===== src/mpi_pkg.sv =====
package mpi_pkg;
  // opcodes
  localparam logic [7:0] OP_SPIN_R = 8'h01;
  localparam logic [7:0] OP_SPIN_L = 8'h02;
  localparam logic [7:0] OP_HALT = 8'h03;
  localparam logic [7:0] OP_CALL = 8'h15;
  localparam logic [7:0] OP_RET = 8'h16;
  localparam logic [7:0] OP_MOVE_ACC = 8'h2E;
  localparam logic [7:0] OP_SPIN_L_ACC = 8'h32;
  // branch condition codes
  localparam logic [3:0] COND_IS_NULL = 4'h0;
  localparam logic [3:0] COND_NON_NULL = 4'h1;
  localparam logic [3:0] COND_MATCH = 4'h2;
  localparam logic [3:0] COND_DIFFER = 4'h3;
  localparam logic [3:0] COND_ABOVE = 4'h4;
  localparam logic [3:0] COND_ABOVE_MATCH = 4'h5;
  localparam logic [3:0] COND_BELOW = 4'h6;
  localparam logic [3:0] COND_BELOW_MATCH = 4'h7;
  localparam logic [3:0] COND_TIMEOUT = 4'h8;
  localparam logic [3:0] COND_ALARM = 4'h9;
  localparam logic [3:0] COND_DRIFT = 4'hA;
  localparam logic [3:0] COND_PLACE = 4'hB;
  // move kinds
  localparam logic [7:0] KIND_FIXED = 8'h00;
  localparam logic [7:0] KIND_OFFSET = 8'h01;
  localparam logic [7:0] KIND_POINT = 8'h02;
  // axis parameter indices
  localparam logic [7:0] AP_TGT_POS = 8'h00;
  localparam logic [7:0] AP_TGT_VEL = 8'h02;
  // reply status
  localparam logic [7:0] ST_OK = 8'h64;
  localparam logic [7:0] ST_BAD_CMD = 8'h02;
  localparam logic [7:0] ST_BAD_TYPE = 8'h03;
  // packet layout
  localparam logic [7:0] HOST_ADDR = 8'h02;
  localparam logic [7:0] MOD_ADDR = 8'h01;
  localparam logic [3:0] PKT_LAST = 4'h8;
  // return stack and interpreter states
  localparam int PC_W = 16;
  localparam int STK_AW = 3;
  localparam logic [3:0] STK_DEPTH = 4'h8;
  typedef enum logic [2:0] {S_IDLE, S_FETCH, S_EXEC, S_POP, S_REPLY} mpi_state_t;
endpackage : mpi_pkg


===== src/mpi_stk_if.sv =====
`timescale 1ns/1ps
interface mpi_stk_if;
  logic we;
  logic [mpi_pkg::STK_AW-1:0] addr;
  logic [mpi_pkg::PC_W-1:0] wdata;
  logic [mpi_pkg::PC_W-1:0] rdata;
  modport ctl (output we, output addr, output wdata, input rdata);
  modport mem (input we, input addr, input wdata, output rdata);
endinterface : mpi_stk_if


===== src/mpi_interp.sv =====
`timescale 1ns/1ps
module mpi_interp (
  input wire logic clk_sys,
  input wire logic rst_n,
  input wire logic [7:0] rx_byte,
  input wire logic rx_valid,
  input wire logic tx_ready,
  output logic [7:0] tx_byte,
  output logic tx_valid,
  input wire logic run_mode,
  output logic [15:0] prog_addr,
  output logic prog_rd,
  input wire logic prog_valid,
  input wire logic [63:0] prog_cmd,
  input wire logic [31:0] accum,
  input wire logic [31:0] actual_pos,
  output logic [7:0] stored_point_kind_idx,
  input wire logic [31:0] stored_point_kind_pos,
  input wire logic flag_zero,
  input wire logic flag_equal,
  input wire logic flag_above,
  input wire logic [3:0] err_flags,
  input wire logic target_reached,
  output logic ap_wr,
  output logic [7:0] ap_idx,
  output logic [31:0] ap_data,
  output logic vel_mode,
  output logic spin_left,
  output logic move_busy,
  output logic [3:0] stk_level
);
  mpi_stk_if stk ();
  mpi_rstk_mem u_mem (.clk_sys(clk_sys), .stk(stk));

  function automatic logic [7:0] sum8(input logic [63:0] b);
    logic [7:0] s;
    s = 8'h00;
    for (int i = 0; i < 8; i++) begin
      s = 8'(s + b[i*8 +: 8]);
    end
    return s;
  endfunction : sum8

  function automatic logic [7:0] reply_byte(input logic [63:0] r, input logic [3:0] idx);
    logic [7:0] v;
    v = sum8(r);
    for (int i = 0; i < 8; i++) begin
      if (idx == 4'(i)) begin
        v = r[(7-i)*8 +: 8];
      end
    end
    return v;
  endfunction : reply_byte

  // receive assembler
  logic [63:0] rx_buf_ff, nxt_rx_buf;
  logic [3:0] rx_cnt_ff, nxt_rx_cnt;
  logic pkt_rdy_ff, nxt_pkt_rdy;
  logic [63:0] pkt_ff, nxt_pkt;
  logic take;

  always_comb begin
    nxt_rx_buf = rx_buf_ff;
    nxt_rx_cnt = rx_cnt_ff;
    nxt_pkt = pkt_ff;
    nxt_pkt_rdy = pkt_rdy_ff & ~take;
    if (rx_valid) begin
      if (rx_cnt_ff != mpi_pkg::PKT_LAST) begin
        nxt_rx_buf = {rx_buf_ff[55:0], rx_byte};
        nxt_rx_cnt = 4'(rx_cnt_ff + 4'h1);
      end else begin
        nxt_rx_cnt = 4'h0;
        // checksum gate
        // a new packet wins over a same-cycle take
        if (rx_byte == sum8(rx_buf_ff) && rx_buf_ff[63:56] == mpi_pkg::MOD_ADDR) begin
          nxt_pkt_rdy = 1'b1;
          nxt_pkt = rx_buf_ff;
        end
      end
    end
  end

  always_ff @(posedge clk_sys) begin
    if (!rst_n) begin
      rx_buf_ff <= 64'h0;
      rx_cnt_ff <= 4'h0;
      pkt_rdy_ff <= 1'b0;
      pkt_ff <= 64'h0;
    end else begin
      rx_buf_ff <= nxt_rx_buf;
      rx_cnt_ff <= nxt_rx_cnt;
      pkt_rdy_ff <= nxt_pkt_rdy;
      pkt_ff <= nxt_pkt;
    end
  end

  // interpreter
  mpi_pkg::mpi_state_t state_ff, nxt_state;
  logic [15:0] pc_ff, nxt_pc;
  logic [3:0] sp_ff, nxt_sp;
  logic [7:0] op_ff, nxt_op, typ_ff, nxt_typ, bank_ff, nxt_bank;
  logic [31:0] val_ff, nxt_val;
  logic direct_ff, nxt_direct;
  logic [63:0] rep_ff, nxt_rep;
  logic [3:0] tx_cnt_ff, nxt_tx_cnt;
  logic [7:0] tx_byte_ff, nxt_tx_byte;
  logic tx_valid_ff, nxt_tx_valid, prog_rd_ff, nxt_prog_rd;
  logic [7:0] stored_point_kind_idx_ff, nxt_stored_point_kind_idx, ap_idx_ff, nxt_ap_idx;
  logic ap_wr_ff, nxt_ap_wr, vel_mode_ff, nxt_vel_mode;
  logic spin_left_ff, nxt_spin_left, move_busy_ff, nxt_move_busy;
  logic [31:0] ap_data_ff, nxt_ap_data;
  logic cond_hit;
  logic [31:0] tgt;

  always_comb begin
    unique case (typ_ff[3:0])
      mpi_pkg::COND_IS_NULL: cond_hit = flag_zero;
      mpi_pkg::COND_NON_NULL: cond_hit = ~flag_zero;
      mpi_pkg::COND_MATCH: cond_hit = flag_equal;
      mpi_pkg::COND_DIFFER: cond_hit = ~flag_equal;
      mpi_pkg::COND_ABOVE: cond_hit = flag_above;
      mpi_pkg::COND_ABOVE_MATCH: cond_hit = flag_above | flag_equal;
      mpi_pkg::COND_BELOW: cond_hit = ~flag_above & ~flag_equal;
      mpi_pkg::COND_BELOW_MATCH: cond_hit = ~flag_above;
      mpi_pkg::COND_TIMEOUT: cond_hit = err_flags[0];
      mpi_pkg::COND_ALARM: cond_hit = err_flags[1];
      mpi_pkg::COND_DRIFT: cond_hit = err_flags[2];
      mpi_pkg::COND_PLACE: cond_hit = err_flags[3];
      default: cond_hit = 1'b0;
    endcase
    if (typ_ff[7:4] != 4'h0) begin
      cond_hit = 1'b0;
    end
  end

  // target forming, wraps at 32 bits
  always_comb begin
    unique case (typ_ff)
      mpi_pkg::KIND_OFFSET: tgt = 32'(accum + actual_pos);
      mpi_pkg::KIND_POINT: tgt = stored_point_kind_pos;
      default: tgt = accum;
    endcase
  end

  always_comb begin
    logic [7:0] st;
    logic [31:0] rv;
    st = mpi_pkg::ST_OK;
    rv = val_ff;
    nxt_state = state_ff;
    nxt_pc = pc_ff;
    nxt_sp = sp_ff;
    nxt_op = op_ff;
    nxt_typ = typ_ff;
    nxt_bank = bank_ff;
    nxt_val = val_ff;
    nxt_direct = direct_ff;
    nxt_rep = rep_ff;
    nxt_tx_cnt = tx_cnt_ff;
    nxt_tx_byte = tx_byte_ff;
    nxt_tx_valid = tx_valid_ff;
    nxt_prog_rd = 1'b0;
    nxt_stored_point_kind_idx = stored_point_kind_idx_ff;
    nxt_ap_wr = 1'b0;
    nxt_ap_idx = ap_idx_ff;
    nxt_ap_data = ap_data_ff;
    nxt_vel_mode = vel_mode_ff;
    nxt_spin_left = spin_left_ff;
    nxt_move_busy = move_busy_ff & ~target_reached;
    take = 1'b0;
    stk.we = 1'b0;
    stk.addr = sp_ff[2:0];
    stk.wdata = 16'(pc_ff + 16'h0001);
    unique case (state_ff)
      mpi_pkg::S_IDLE: begin
        // direct packets have priority over the stored program
        if (pkt_rdy_ff) begin
          take = 1'b1;
          {nxt_op, nxt_typ, nxt_bank, nxt_val} = pkt_ff[55:0];
          nxt_stored_point_kind_idx = pkt_ff[39:32];
          nxt_direct = 1'b1;
          nxt_state = mpi_pkg::S_EXEC;
        end else if (run_mode) begin
          nxt_prog_rd = 1'b1;
          nxt_state = mpi_pkg::S_FETCH;
        end
      end
      mpi_pkg::S_FETCH: begin
        if (prog_valid) begin
          {nxt_op, nxt_typ, nxt_bank, nxt_val} = prog_cmd[55:0];
          nxt_stored_point_kind_idx = prog_cmd[39:32];
          nxt_direct = 1'b0;
          nxt_state = mpi_pkg::S_EXEC;
        end
      end
      mpi_pkg::S_EXEC: begin
        nxt_state = mpi_pkg::S_IDLE;
        if (!direct_ff) begin
          // default is the next stored command
          nxt_pc = 16'(pc_ff + 16'h0001);
        end
        unique case (op_ff)
          mpi_pkg::OP_CALL: begin
            if (direct_ff) begin
              st = mpi_pkg::ST_BAD_CMD;
            // push then jump, full stack ignores
            end else if (cond_hit && sp_ff < mpi_pkg::STK_DEPTH) begin
              stk.we = 1'b1;
              nxt_sp = 4'(sp_ff + 4'h1);
              nxt_pc = val_ff[15:0];
            end
          end
          mpi_pkg::OP_RET: begin
            if (direct_ff) begin
              st = mpi_pkg::ST_BAD_CMD;
            end else if (sp_ff != 4'h0) begin
              stk.addr = 3'(sp_ff - 4'h1);
              nxt_sp = 4'(sp_ff - 4'h1);
              nxt_state = mpi_pkg::S_POP;
            end
          end
          mpi_pkg::OP_MOVE_ACC: begin
            if (typ_ff > mpi_pkg::KIND_POINT) begin
              st = mpi_pkg::ST_BAD_TYPE;
            end else begin
              nxt_ap_wr = 1'b1;
              nxt_ap_idx = mpi_pkg::AP_TGT_POS;
              nxt_ap_data = tgt;
              nxt_vel_mode = 1'b0;
              nxt_move_busy = 1'b1;
              rv = tgt;
            end
          end
          mpi_pkg::OP_SPIN_L_ACC: begin
            nxt_vel_mode = 1'b1;
            nxt_spin_left = 1'b1;
            nxt_move_busy = 1'b0;
            nxt_ap_wr = 1'b1;
            nxt_ap_idx = mpi_pkg::AP_TGT_VEL;
            nxt_ap_data = accum;
            rv = accum;
          end
          mpi_pkg::OP_HALT, mpi_pkg::OP_SPIN_L, mpi_pkg::OP_SPIN_R: begin
            nxt_move_busy = 1'b0;
          end
          default: begin
          end
        endcase
        if (direct_ff) begin
          nxt_rep = {mpi_pkg::HOST_ADDR, mpi_pkg::MOD_ADDR, st, op_ff, rv};
          nxt_tx_byte = mpi_pkg::HOST_ADDR;
          nxt_tx_valid = 1'b1;
          nxt_tx_cnt = 4'h0;
          nxt_state = mpi_pkg::S_REPLY;
        end
      end
      mpi_pkg::S_POP: begin
        nxt_pc = stk.rdata;
        nxt_state = mpi_pkg::S_IDLE;
      end
      mpi_pkg::S_REPLY: begin
        if (tx_ready) begin
          if (tx_cnt_ff == mpi_pkg::PKT_LAST) begin
            nxt_tx_valid = 1'b0;
            nxt_state = mpi_pkg::S_IDLE;
          end else begin
            nxt_tx_cnt = 4'(tx_cnt_ff + 4'h1);
            nxt_tx_byte = reply_byte(rep_ff, 4'(tx_cnt_ff + 4'h1));
          end
        end
      end
    endcase
  end

  always_ff @(posedge clk_sys) begin
    if (!rst_n) begin
      state_ff <= mpi_pkg::S_IDLE;
      pc_ff <= 16'h0000;
      sp_ff <= 4'h0;
      op_ff <= 8'h00;
      typ_ff <= 8'h00;
      bank_ff <= 8'h00;
      val_ff <= 32'h0;
      direct_ff <= 1'b0;
      rep_ff <= 64'h0;
      tx_cnt_ff <= 4'h0;
      tx_byte_ff <= 8'h00;
      tx_valid_ff <= 1'b0;
      prog_rd_ff <= 1'b0;
      stored_point_kind_idx_ff <= 8'h00;
      ap_wr_ff <= 1'b0;
      ap_idx_ff <= 8'h00;
      ap_data_ff <= 32'h0;
      vel_mode_ff <= 1'b0;
      spin_left_ff <= 1'b0;
      move_busy_ff <= 1'b0;
    end else begin
      state_ff <= nxt_state;
      pc_ff <= nxt_pc;
      sp_ff <= nxt_sp;
      op_ff <= nxt_op;
      typ_ff <= nxt_typ;
      bank_ff <= nxt_bank;
      val_ff <= nxt_val;
      direct_ff <= nxt_direct;
      rep_ff <= nxt_rep;
      tx_cnt_ff <= nxt_tx_cnt;
      tx_byte_ff <= nxt_tx_byte;
      tx_valid_ff <= nxt_tx_valid;
      prog_rd_ff <= nxt_prog_rd;
      stored_point_kind_idx_ff <= nxt_stored_point_kind_idx;
      ap_wr_ff <= nxt_ap_wr;
      ap_idx_ff <= nxt_ap_idx;
      ap_data_ff <= nxt_ap_data;
      vel_mode_ff <= nxt_vel_mode;
      spin_left_ff <= nxt_spin_left;
      move_busy_ff <= nxt_move_busy;
    end
  end

  assign tx_byte = tx_byte_ff;
  assign tx_valid = tx_valid_ff;
  assign prog_addr = pc_ff;
  assign prog_rd = prog_rd_ff;
  assign stored_point_kind_idx = stored_point_kind_idx_ff;
  assign ap_wr = ap_wr_ff;
  assign ap_idx = ap_idx_ff;
  assign ap_data = ap_data_ff;
  assign vel_mode = vel_mode_ff;
  assign spin_left = spin_left_ff;
  assign move_busy = move_busy_ff;
  assign stk_level = sp_ff;

  logic ex_call, ex_move;
  assign ex_call = state_ff == mpi_pkg::S_EXEC && op_ff == mpi_pkg::OP_CALL;
  assign ex_move = state_ff == mpi_pkg::S_EXEC && op_ff == mpi_pkg::OP_MOVE_ACC;
endmodule : mpi_interp


===== src/mpi_rstk_mem.sv =====
`timescale 1ns/1ps
module mpi_rstk_mem (
  input wire logic clk_sys,
  mpi_stk_if.mem stk
);
  logic [mpi_pkg::PC_W-1:0] mem_ff [0:7];
  logic [mpi_pkg::PC_W-1:0] rdata_ff;

  // no reset: contents are only read below the stack pointer
  always_ff @(posedge clk_sys) begin
    if (stk.we) begin
      mem_ff[stk.addr] <= stk.wdata;
    end
    rdata_ff <= mem_ff[stk.addr];
  end

  assign stk.rdata = rdata_ff;
endmodule : mpi_rstk_mem


===== config.mk =====
export PLATFORM = sky130hd
export DESIGN_NAME = mpi_interp
export DESIGN_NICKNAME = d
export VERILOG_FILES = /design/src/mpi_pkg.sv /design/src/mpi_stk_if.sv /design/src/mpi_interp.sv /design/src/mpi_rstk_mem.sv
export SDC_FILE = /design/constraint.sdc
export NUM_CORES = 1
export LEC_CHECK = 0
export ABC_CLOCK_PERIOD_IN_PS = 8800
export BUFFER_PORTS_ARGS = -buffer_cell sky130_fd_sc_hd__buf_4
export CELL_PAD_IN_SITES_DETAIL_PLACEMENT = 1
export CELL_PAD_IN_SITES_GLOBAL_PLACEMENT = 1
export CORE_MARGIN = 10
export CORE_UTILIZATION = 45
export CTS_CLUSTER_DIAMETER = 150
export DETAILED_ROUTE_END_ITERATION = 12
export PLACE_DENSITY_LB_ADDON = 0.1
export SLEW_MARGIN = 40
export SYNTH_ARGS = -nofsm -noshare
export SYNTH_HDL_FRONTEND = slang
export SYNTH_HIERARCHICAL = 1
export SYNTH_SLANG_ARGS = --single-unit

===== constraint.sdc =====
create_clock -name clk_sys -period 8.8 [get_ports clk_sys]
set_input_delay 1.76 -clock clk_sys [delete_from_list [all_inputs] [get_ports clk_sys]]
set_output_delay 1.76 -clock clk_sys [all_outputs]
set_load 0.05 [all_outputs]

After elaboration in Yosys (flattened, before gate mapping)
Memory sizes are Yosys's and may differ from the RTL's. A register that Yosys moved wholly into a read port is not among the register bits. Cells that the tools add are included.

Bits in registers: 312. Bits in latches: 0. Bits in writable memories: 128. ROM bits: 0. Input bits: 182. Logic and storage cells: 220. Memories kept: 1.

Memories: u_mem.mem_ff (depth 8, bits a word 16, read ports 1, clocked after memory_dff 1, wr ports 1, RTL line mpi_rstk_mem.sv:6) `logic [mpi_pkg::PC_W-1:0] mem_ff [0:7];`.

$add $sub $neg: 20. Multiply operators: 0. Div/mod/pow operators: 0. Magnitude comparators: 2. Equal/unequal tests: 47. Shifts and indexed selects: 0. Mux-type cells: 89. Bitwise operators: 12. Reductions and logical operators: 26.

Operators with widths (number): 32-bit one-hot mux with 2 select lines (4); 8-bit two-way mux (18); 32-bit two-way mux (4); 8-bit adder (12); 8-bit one-hot mux with 2 select lines (5); 16-bit two-way mux (4); 32-bit adder (1); 4-bit by 3-bit == test with 1-bit output (second input constant) (8); 4-bit two-way mux (8); 16-bit one-hot mux with 2 select lines (1); 3-bit two-way mux (10); 8-bit by 1-bit == test with 1-bit output (second input constant) (3); 8-bit by 2-bit == test with 1-bit output (second input constant) (3); 1-bit two-way mux (22); 2-bit != test (second input constant) (11); 4-bit == test (second input constant) (5); 16-bit by 1-bit adder with 16-bit output (second input constant) (1); 4-bit by 2-bit == test with 1-bit output (second input constant) (4); 8-bit by 5-bit == test with 1-bit output (second input constant) (2); 8-bit by 6-bit == test with 1-bit output (second input constant) (2); 4-bit one-hot mux with 2 select lines (2); 3-bit one-hot mux with 5 select lines (1); 7-bit one-hot mux with 2 select lines (1); 4-bit by 1-bit adder with 4-bit output (second input constant) (3); 31 further kinds (61).

Logic depth before layout (Yosys ltp)
Depth after elaboration: 18. Depth in mapped cells: 20. Mapped depth without buffers: 18.

Modules after synthesis
Netlist, hierarchy kept.

By module, submodules not included: mpi_interp (instances 1, cells each 2215, area an instance 18189.9 um^2, seq. area each 5985.7 um^2); mpi_rstk_mem (instances 1, cells each 238, area an instance 5292.6 um^2, seq. area each 4164.0 um^2).

Least setup slack after synthesis
Ideal clock, no wire load.

Kind: register to register. Start point: register rx_buf_ff[2]. End point: register pkt_ff[26]. Arrival time: 4580 ps. Data required time: 8672 ps. Path slack: 4093 ps. Cell stages (with the launch flop): 18. Path buffers: 2. Clock period less this slack: 4707 ps. Path through: dfxtp_1 fa_1 inv_1 fa_1 fa_1 fa_1 inv_1 ha_1 inv_1 fa_1 xor2_1 xnor2_1 or4_1 nor3_2 buf_6 buf_8 mux2i_1 nor2_1.

Cells in the longest elaborated chain, start to end: 10.

RTL lines: start, declared (RTL line mpi_interp.sv:56) `logic [63:0] rx_buf_ff, nxt_rx_buf;`; start signal, assigned (RTL line mpi_interp.sv:90) `rx_buf_ff <= nxt_rx_buf;`; 8-bit adder (7 in a row) (RTL line mpi_interp.sv:39) `s = 8'(s + b[i*8 +: 8]);`; 8-bit == test (RTL line mpi_interp.sv:75) `if (rx_byte == sum8(rx_buf_ff) && rx_buf_ff[63:56] == mpi_pkg::MOD_ADDR) begin`; 1-bit logical AND (RTL line mpi_interp.sv:75); 3-bit AND reduction (no line); end signal, assigned (RTL line mpi_interp.sv:93) `pkt_ff <= nxt_pkt;`; end, declared (RTL line mpi_interp.sv:59) `logic [63:0] pkt_ff, nxt_pkt;`.

Every way passes these cells. A chain may end at the register's enable or synchronous reset.

Final worst setup path
Start point: register rx_buf_ff[2]. End point: register pkt_ff[35].

Same word-level chain as after synthesis.

==> impl_metrics.ini <==
[run_status]
outcome = finished clean

[grt]
met2_usage = 0.438
global_route.usage.met3 = 0.0501
track_usage = 0.260
global_route.usage.met1 = 0.332
global_route_wire_length_before_repair_um = 127000
initial_antenna_violation_count = 2
busiest_layer = met2
grt_start_max_net_pins = 112
number_of_global_route_vias_before_repair = 20644
overflow = 0

[layout]
n_fill_cell = 5829
final_net_count = 2932
multiInputGateArea_sq_um = 12200
layout.area.seq_sq_um = 10100
syn_to_final_growth_pct = 17.8
antenna_cells = 0
post-route-util = 0.537
fraction_of_layout_cells_with_a_size_suffix_above_1 = 0.164

[critical_path]
setup.worst_path.end = pkt_ff[35]$_SDFFE_PN0P_
critical_path.endpoint_type = flip-flop
critical_path_peak_fanout = 34
cp_data_required_time_ns = 9.26
setup_crit_start_kind = flip-flop
r2r_setup_slack_ns = 3.42
reg2reg_to = pkt_ff[35]$_SDFFE_PN0P_
timing.rr.start = rx_buf_ff[2]$_SDFFE_PN0P_
timing_worst_setup_path_type = flip-flop to flip-flop
worstSetupStartpoint = rx_buf_ff[2]$_SDFFE_PN0P_
worst-r2r-cell-count = 16
arrival_time_of_data_at_the_critical_path_endpoint_ns = 5.84

[power_and_ir_drop]
switching_power_uw = 1360
power.switching_fraction = 0.269
intPower_uw = 3700
pwr_density_cell_nw_per_um2 = 183
vdd.ir_drop.worst_mv = 0.148
power.combinational.fraction = 0.118
seq_power_share = 0.434
power.share.clock = 0.448
leakagePower_uw = 0.0102

[floorplan]
placementRows = 83
die_h_um = 248
fp.coreArea_sq_um = 51500
floorplan.die_area_sq_um = 61700
floorplan.io_pins = 264
initial_core_utilization = 0.456
floorplan.die.width_um = 248

[logic_synthesis]
synth_compound_gate_area_share = 0.171
combinational_family_with_the_most_area_after_synthesis = compound AO/OA/AOI/OAI gates
syn-instance-count = 2453
synthXorXnorAreaFrac = 0.0295
postSynthRegisterBits = 443
synthMostInstantiatedCell = sky130_fd_sc_hd__dfxtp_1
fraction_of_registers_with_async_set_or_reset_after_synthesis = 0
yosys-mux-area-fraction = 0.0946
synth_edf_count = 128
synth.cell_area_sq_um = 23500
yosys.area.top_type = sky130_fd_sc_hd__dfxtp_1
postSynth.topFlopCell = sky130_fd_sc_hd__dfxtp_1
synth.top_cells.by_area = sky130_fd_sc_hd__dfxtp_1, sky130_fd_sc_hd__edfxtp_1, sky130_fd_sc_hd__fa_1
postSynthAreaPerCell_sq_um = 9.57
yosys.area_share.simple = 0.131
synth_cell_type_count = 80
yosys.area.top_type_share = 0.269
netlist_top_cells_count = sky130_fd_sc_hd__dfxtp_1, sky130_fd_sc_hd__nand2_1, sky130_fd_sc_hd__nor2_1, sky130_fd_sc_hd__a21oi_1, sky130_fd_sc_hd__inv_1
synth-seq-area-share = 0.432
yosys_warnings = 6
synthAdderAreaFrac = 0.0875

[timing]
timing.final.hold_violations = 0
timing.clock.skew_ns = 0.0265
post-route-min-period_ns = 5.38
slew_violations = 0
finalSetupTns_ns = 0
period_share = 0.612
worst_slew_margin_relative_to_its_limit = 0.425
fmax_ghz = 0.186
setup_repair_after_global_routing_missed_its_margin = false
tightestPinTransition_ns = 0.861
setup-violations-final = 0

[placement]
place.gp.congestion = 0.903
numPortBuffers = 248
hpwl_um = 60400

[routing]
drt-vias-per-instance = 5.88
first_iter_violations = 1339
route.vias.total = 19701
drcViolationCount = 0
route.antenna.remaining_nets = 0
drt_pass1_iterations = 5
routed_wire_length_per_instance_um = 24.9
final_routed_wirelength_um = 83500

[clock_tree]
clk_root_buffer_cell = sky130_fd_sc_hd__clkbuf_16
post_cts.resized_instances = 0
cts.repair_timing.setup_buffer_count = 0
tritoncts.num_buffers = 50
cts-hold-fix-buffers = 0
clk-insertion-delay-late_ns = 0.62
clkSlewWorstSetupHoldPaths_ns = 0.06
cts_sinks = 443
tritoncts = built
cts-htree-levels = 2
cts_buffer_depth = 3

[flow_run]
maxCapViolCount = 0

[worst_hold_path]
worstHoldPathType = flip-flop to flip-flop
[state kept, by name (all words and copies together) (netlist names), 8 cells and up, named ones only]
name                   count
tx_byte                    8
u_mem/stk.rdata           16
rep_ff                    44
prog_addr                 15
val_ff                    32
stored_point_kind_idx      8
typ_ff                     8
u_mem/mem_ff             128
rx_buf_ff                 64
ap_data                   32
op_ff                      8
pkt_ff                    56
[metal layers]
metal,vias up,wire (um),part of all wire
li1,9117,-,-
met3,137,5340,0.064
met4,2,2530,0.030
met2,597,40400,0.48
met5,-,7,0.000084
met1,9848,35200,0.42
[cell families (layout without fill, tap and decap cells)]
family,after synthesis,count (layout)
AND/OR/NAND/NOR,712,712
AO/OA/AOI/OAI,609,609
flip-flops,443,443
buffers and inverters,303,512
multiplexers,182,182
adder cells (fa/ha/maj),124,124
XOR/XNOR,79,79
other,1,7
[layout by cell type, fill, tap and decap left out, types with 11 or more instances in the layout]
master,synthesis,routed
sky130_fd_sc_hd__o31ai_1,12,11
sky130_fd_sc_hd__a221oi_1,43,43
sky130_fd_sc_hd__a21oi_1,190,190
sky130_fd_sc_hd__a22oi_1,30,30
sky130_fd_sc_hd__a31oi_1,15,15
sky130_fd_sc_hd__or3_1,11,11
sky130_fd_sc_hd__inv_1,137,136
sky130_fd_sc_hd__mux2i_1,133,133
sky130_fd_sc_hd__a211oi_1,71,71
sky130_fd_sc_hd__buf_4,14,275
sky130_fd_sc_hd__mux4_1,15,15
sky130_fd_sc_hd__o211ai_1,28,28
sky130_fd_sc_hd__xor2_1,22,22
sky130_fd_sc_hd__fa_1,67,67
sky130_fd_sc_hd__o21ai_0,100,99
sky130_fd_sc_hd__nor3_1,29,25
sky130_fd_sc_hd__nand2_1,280,278
sky130_fd_sc_hd__nand2b_1,11,11
sky130_fd_sc_hd__mux2_2,24,24
sky130_fd_sc_hd__xnor2_1,57,55
sky130_fd_sc_hd__edfxtp_1,128,128
sky130_fd_sc_hd__nor2_1,257,248
sky130_fd_sc_hd__a21o_1,12,12
sky130_fd_sc_hd__ha_1,57,57
sky130_fd_sc_hd__dfxtp_1,315,315
sky130_fd_sc_hd__clkbuf_16,0,51
sky130_fd_sc_hd__nand3_1,46,46
[critical path: stages, from the launching register on]
cell and delay [ns]:
sky130_fd_sc_hd__dfxtp_1 0.37, sky130_fd_sc_hd__fa_1 0.55, sky130_fd_sc_hd__inv_1 0.07, sky130_fd_sc_hd__fa_1 0.51
sky130_fd_sc_hd__fa_1 0.53, sky130_fd_sc_hd__fa_1 0.55, sky130_fd_sc_hd__inv_1 0.04, sky130_fd_sc_hd__ha_1 0.21
sky130_fd_sc_hd__inv_1 0.08, sky130_fd_sc_hd__fa_1 0.44, sky130_fd_sc_hd__xor2_1 0.16, sky130_fd_sc_hd__nand4_1 0.13
sky130_fd_sc_hd__or4_1 0.47, sky130_fd_sc_hd__nor3_4 0.16, sky130_fd_sc_hd__buf_4 0.55, sky130_fd_sc_hd__mux2i_1 0.32
sky130_fd_sc_hd__nor2_1 0.08
[through the flow]
step / power [uW] / instances / setup WS, ns / hold slack, ns / cell area [sq um]
after global placement: 2810 / 3251 / 3.57 / 0.442 / 25800
after floorplan: 2590 / 2459 / 4.09 / 0.436 / 23500
after detailed placement: 2830 / 3254 / 3.47 / 0.452 / 25900
after CTS: 5100 / 3348 / 3.39 / 0.461 / 27600
final: 5060 / 3348 / 3.42 / 0.459 / 27700
after global routing: 5240 / 3348 / 3.21 / 0.480 / 27700
[cell type report]
type,count,area share
multi-input cells,1713,0.442
flip-flops and latches,443,0.367
repair buffers,280,0.0767
clock buffers,65,0.0506
well taps,680,0.0308
inverters,138,0.0190
clock inverters,29,0.0143
[how the worst min path moves through the flow]
| stage | startpoint | end | slack [ns] | depth (start not counted) |
|---|---|---|---|---|
| finish | ap_data[17]$_SDFFE_PN0P_ | ap_data[17]$_SDFFE_PN0P_ | 0.46 | 2 |
| global route | ap_data[11]$_SDFFE_PN0P_ | ap_data[11]$_SDFFE_PN0P_ | 0.48 | 2 |
| CTS | rx_buf_ff[60]$_SDFFE_PN0P_ | rx_buf_ff[60]$_SDFFE_PN0P_ | 0.46 | 2 |
| detailed placement | ap_data[17]$_SDFFE_PN0P_ | ap_data[17]$_SDFFE_PN0P_ | 0.45 | 2 |
| global placement | rx_buf_ff[61]$_SDFFE_PN0P_ | rx_buf_ff[61]$_SDFFE_PN0P_ | 0.44 | 2 |
| floorplan | rep_ff[32]$_SDFFE_PN0P_ | rep_ff[32]$_SDFFE_PN0P_ | 0.44 | 2 |
[power groups by stage]
stage / Clock [uW] / Sequential (uW) / Combinational, uW
6_report: 2270 / 2200 / 596
5_1_grt: 2390 / 2200 / 652
4_1_cts: 2310 / 2200 / 596
3_5_place_dp: 0 / 2240 / 591
3_3_place_gp: 0 / 2240 / 576
2_1_floorplan: 0 / 2230 / 362
No activity file was read; power rests on OpenSTA's default activity.
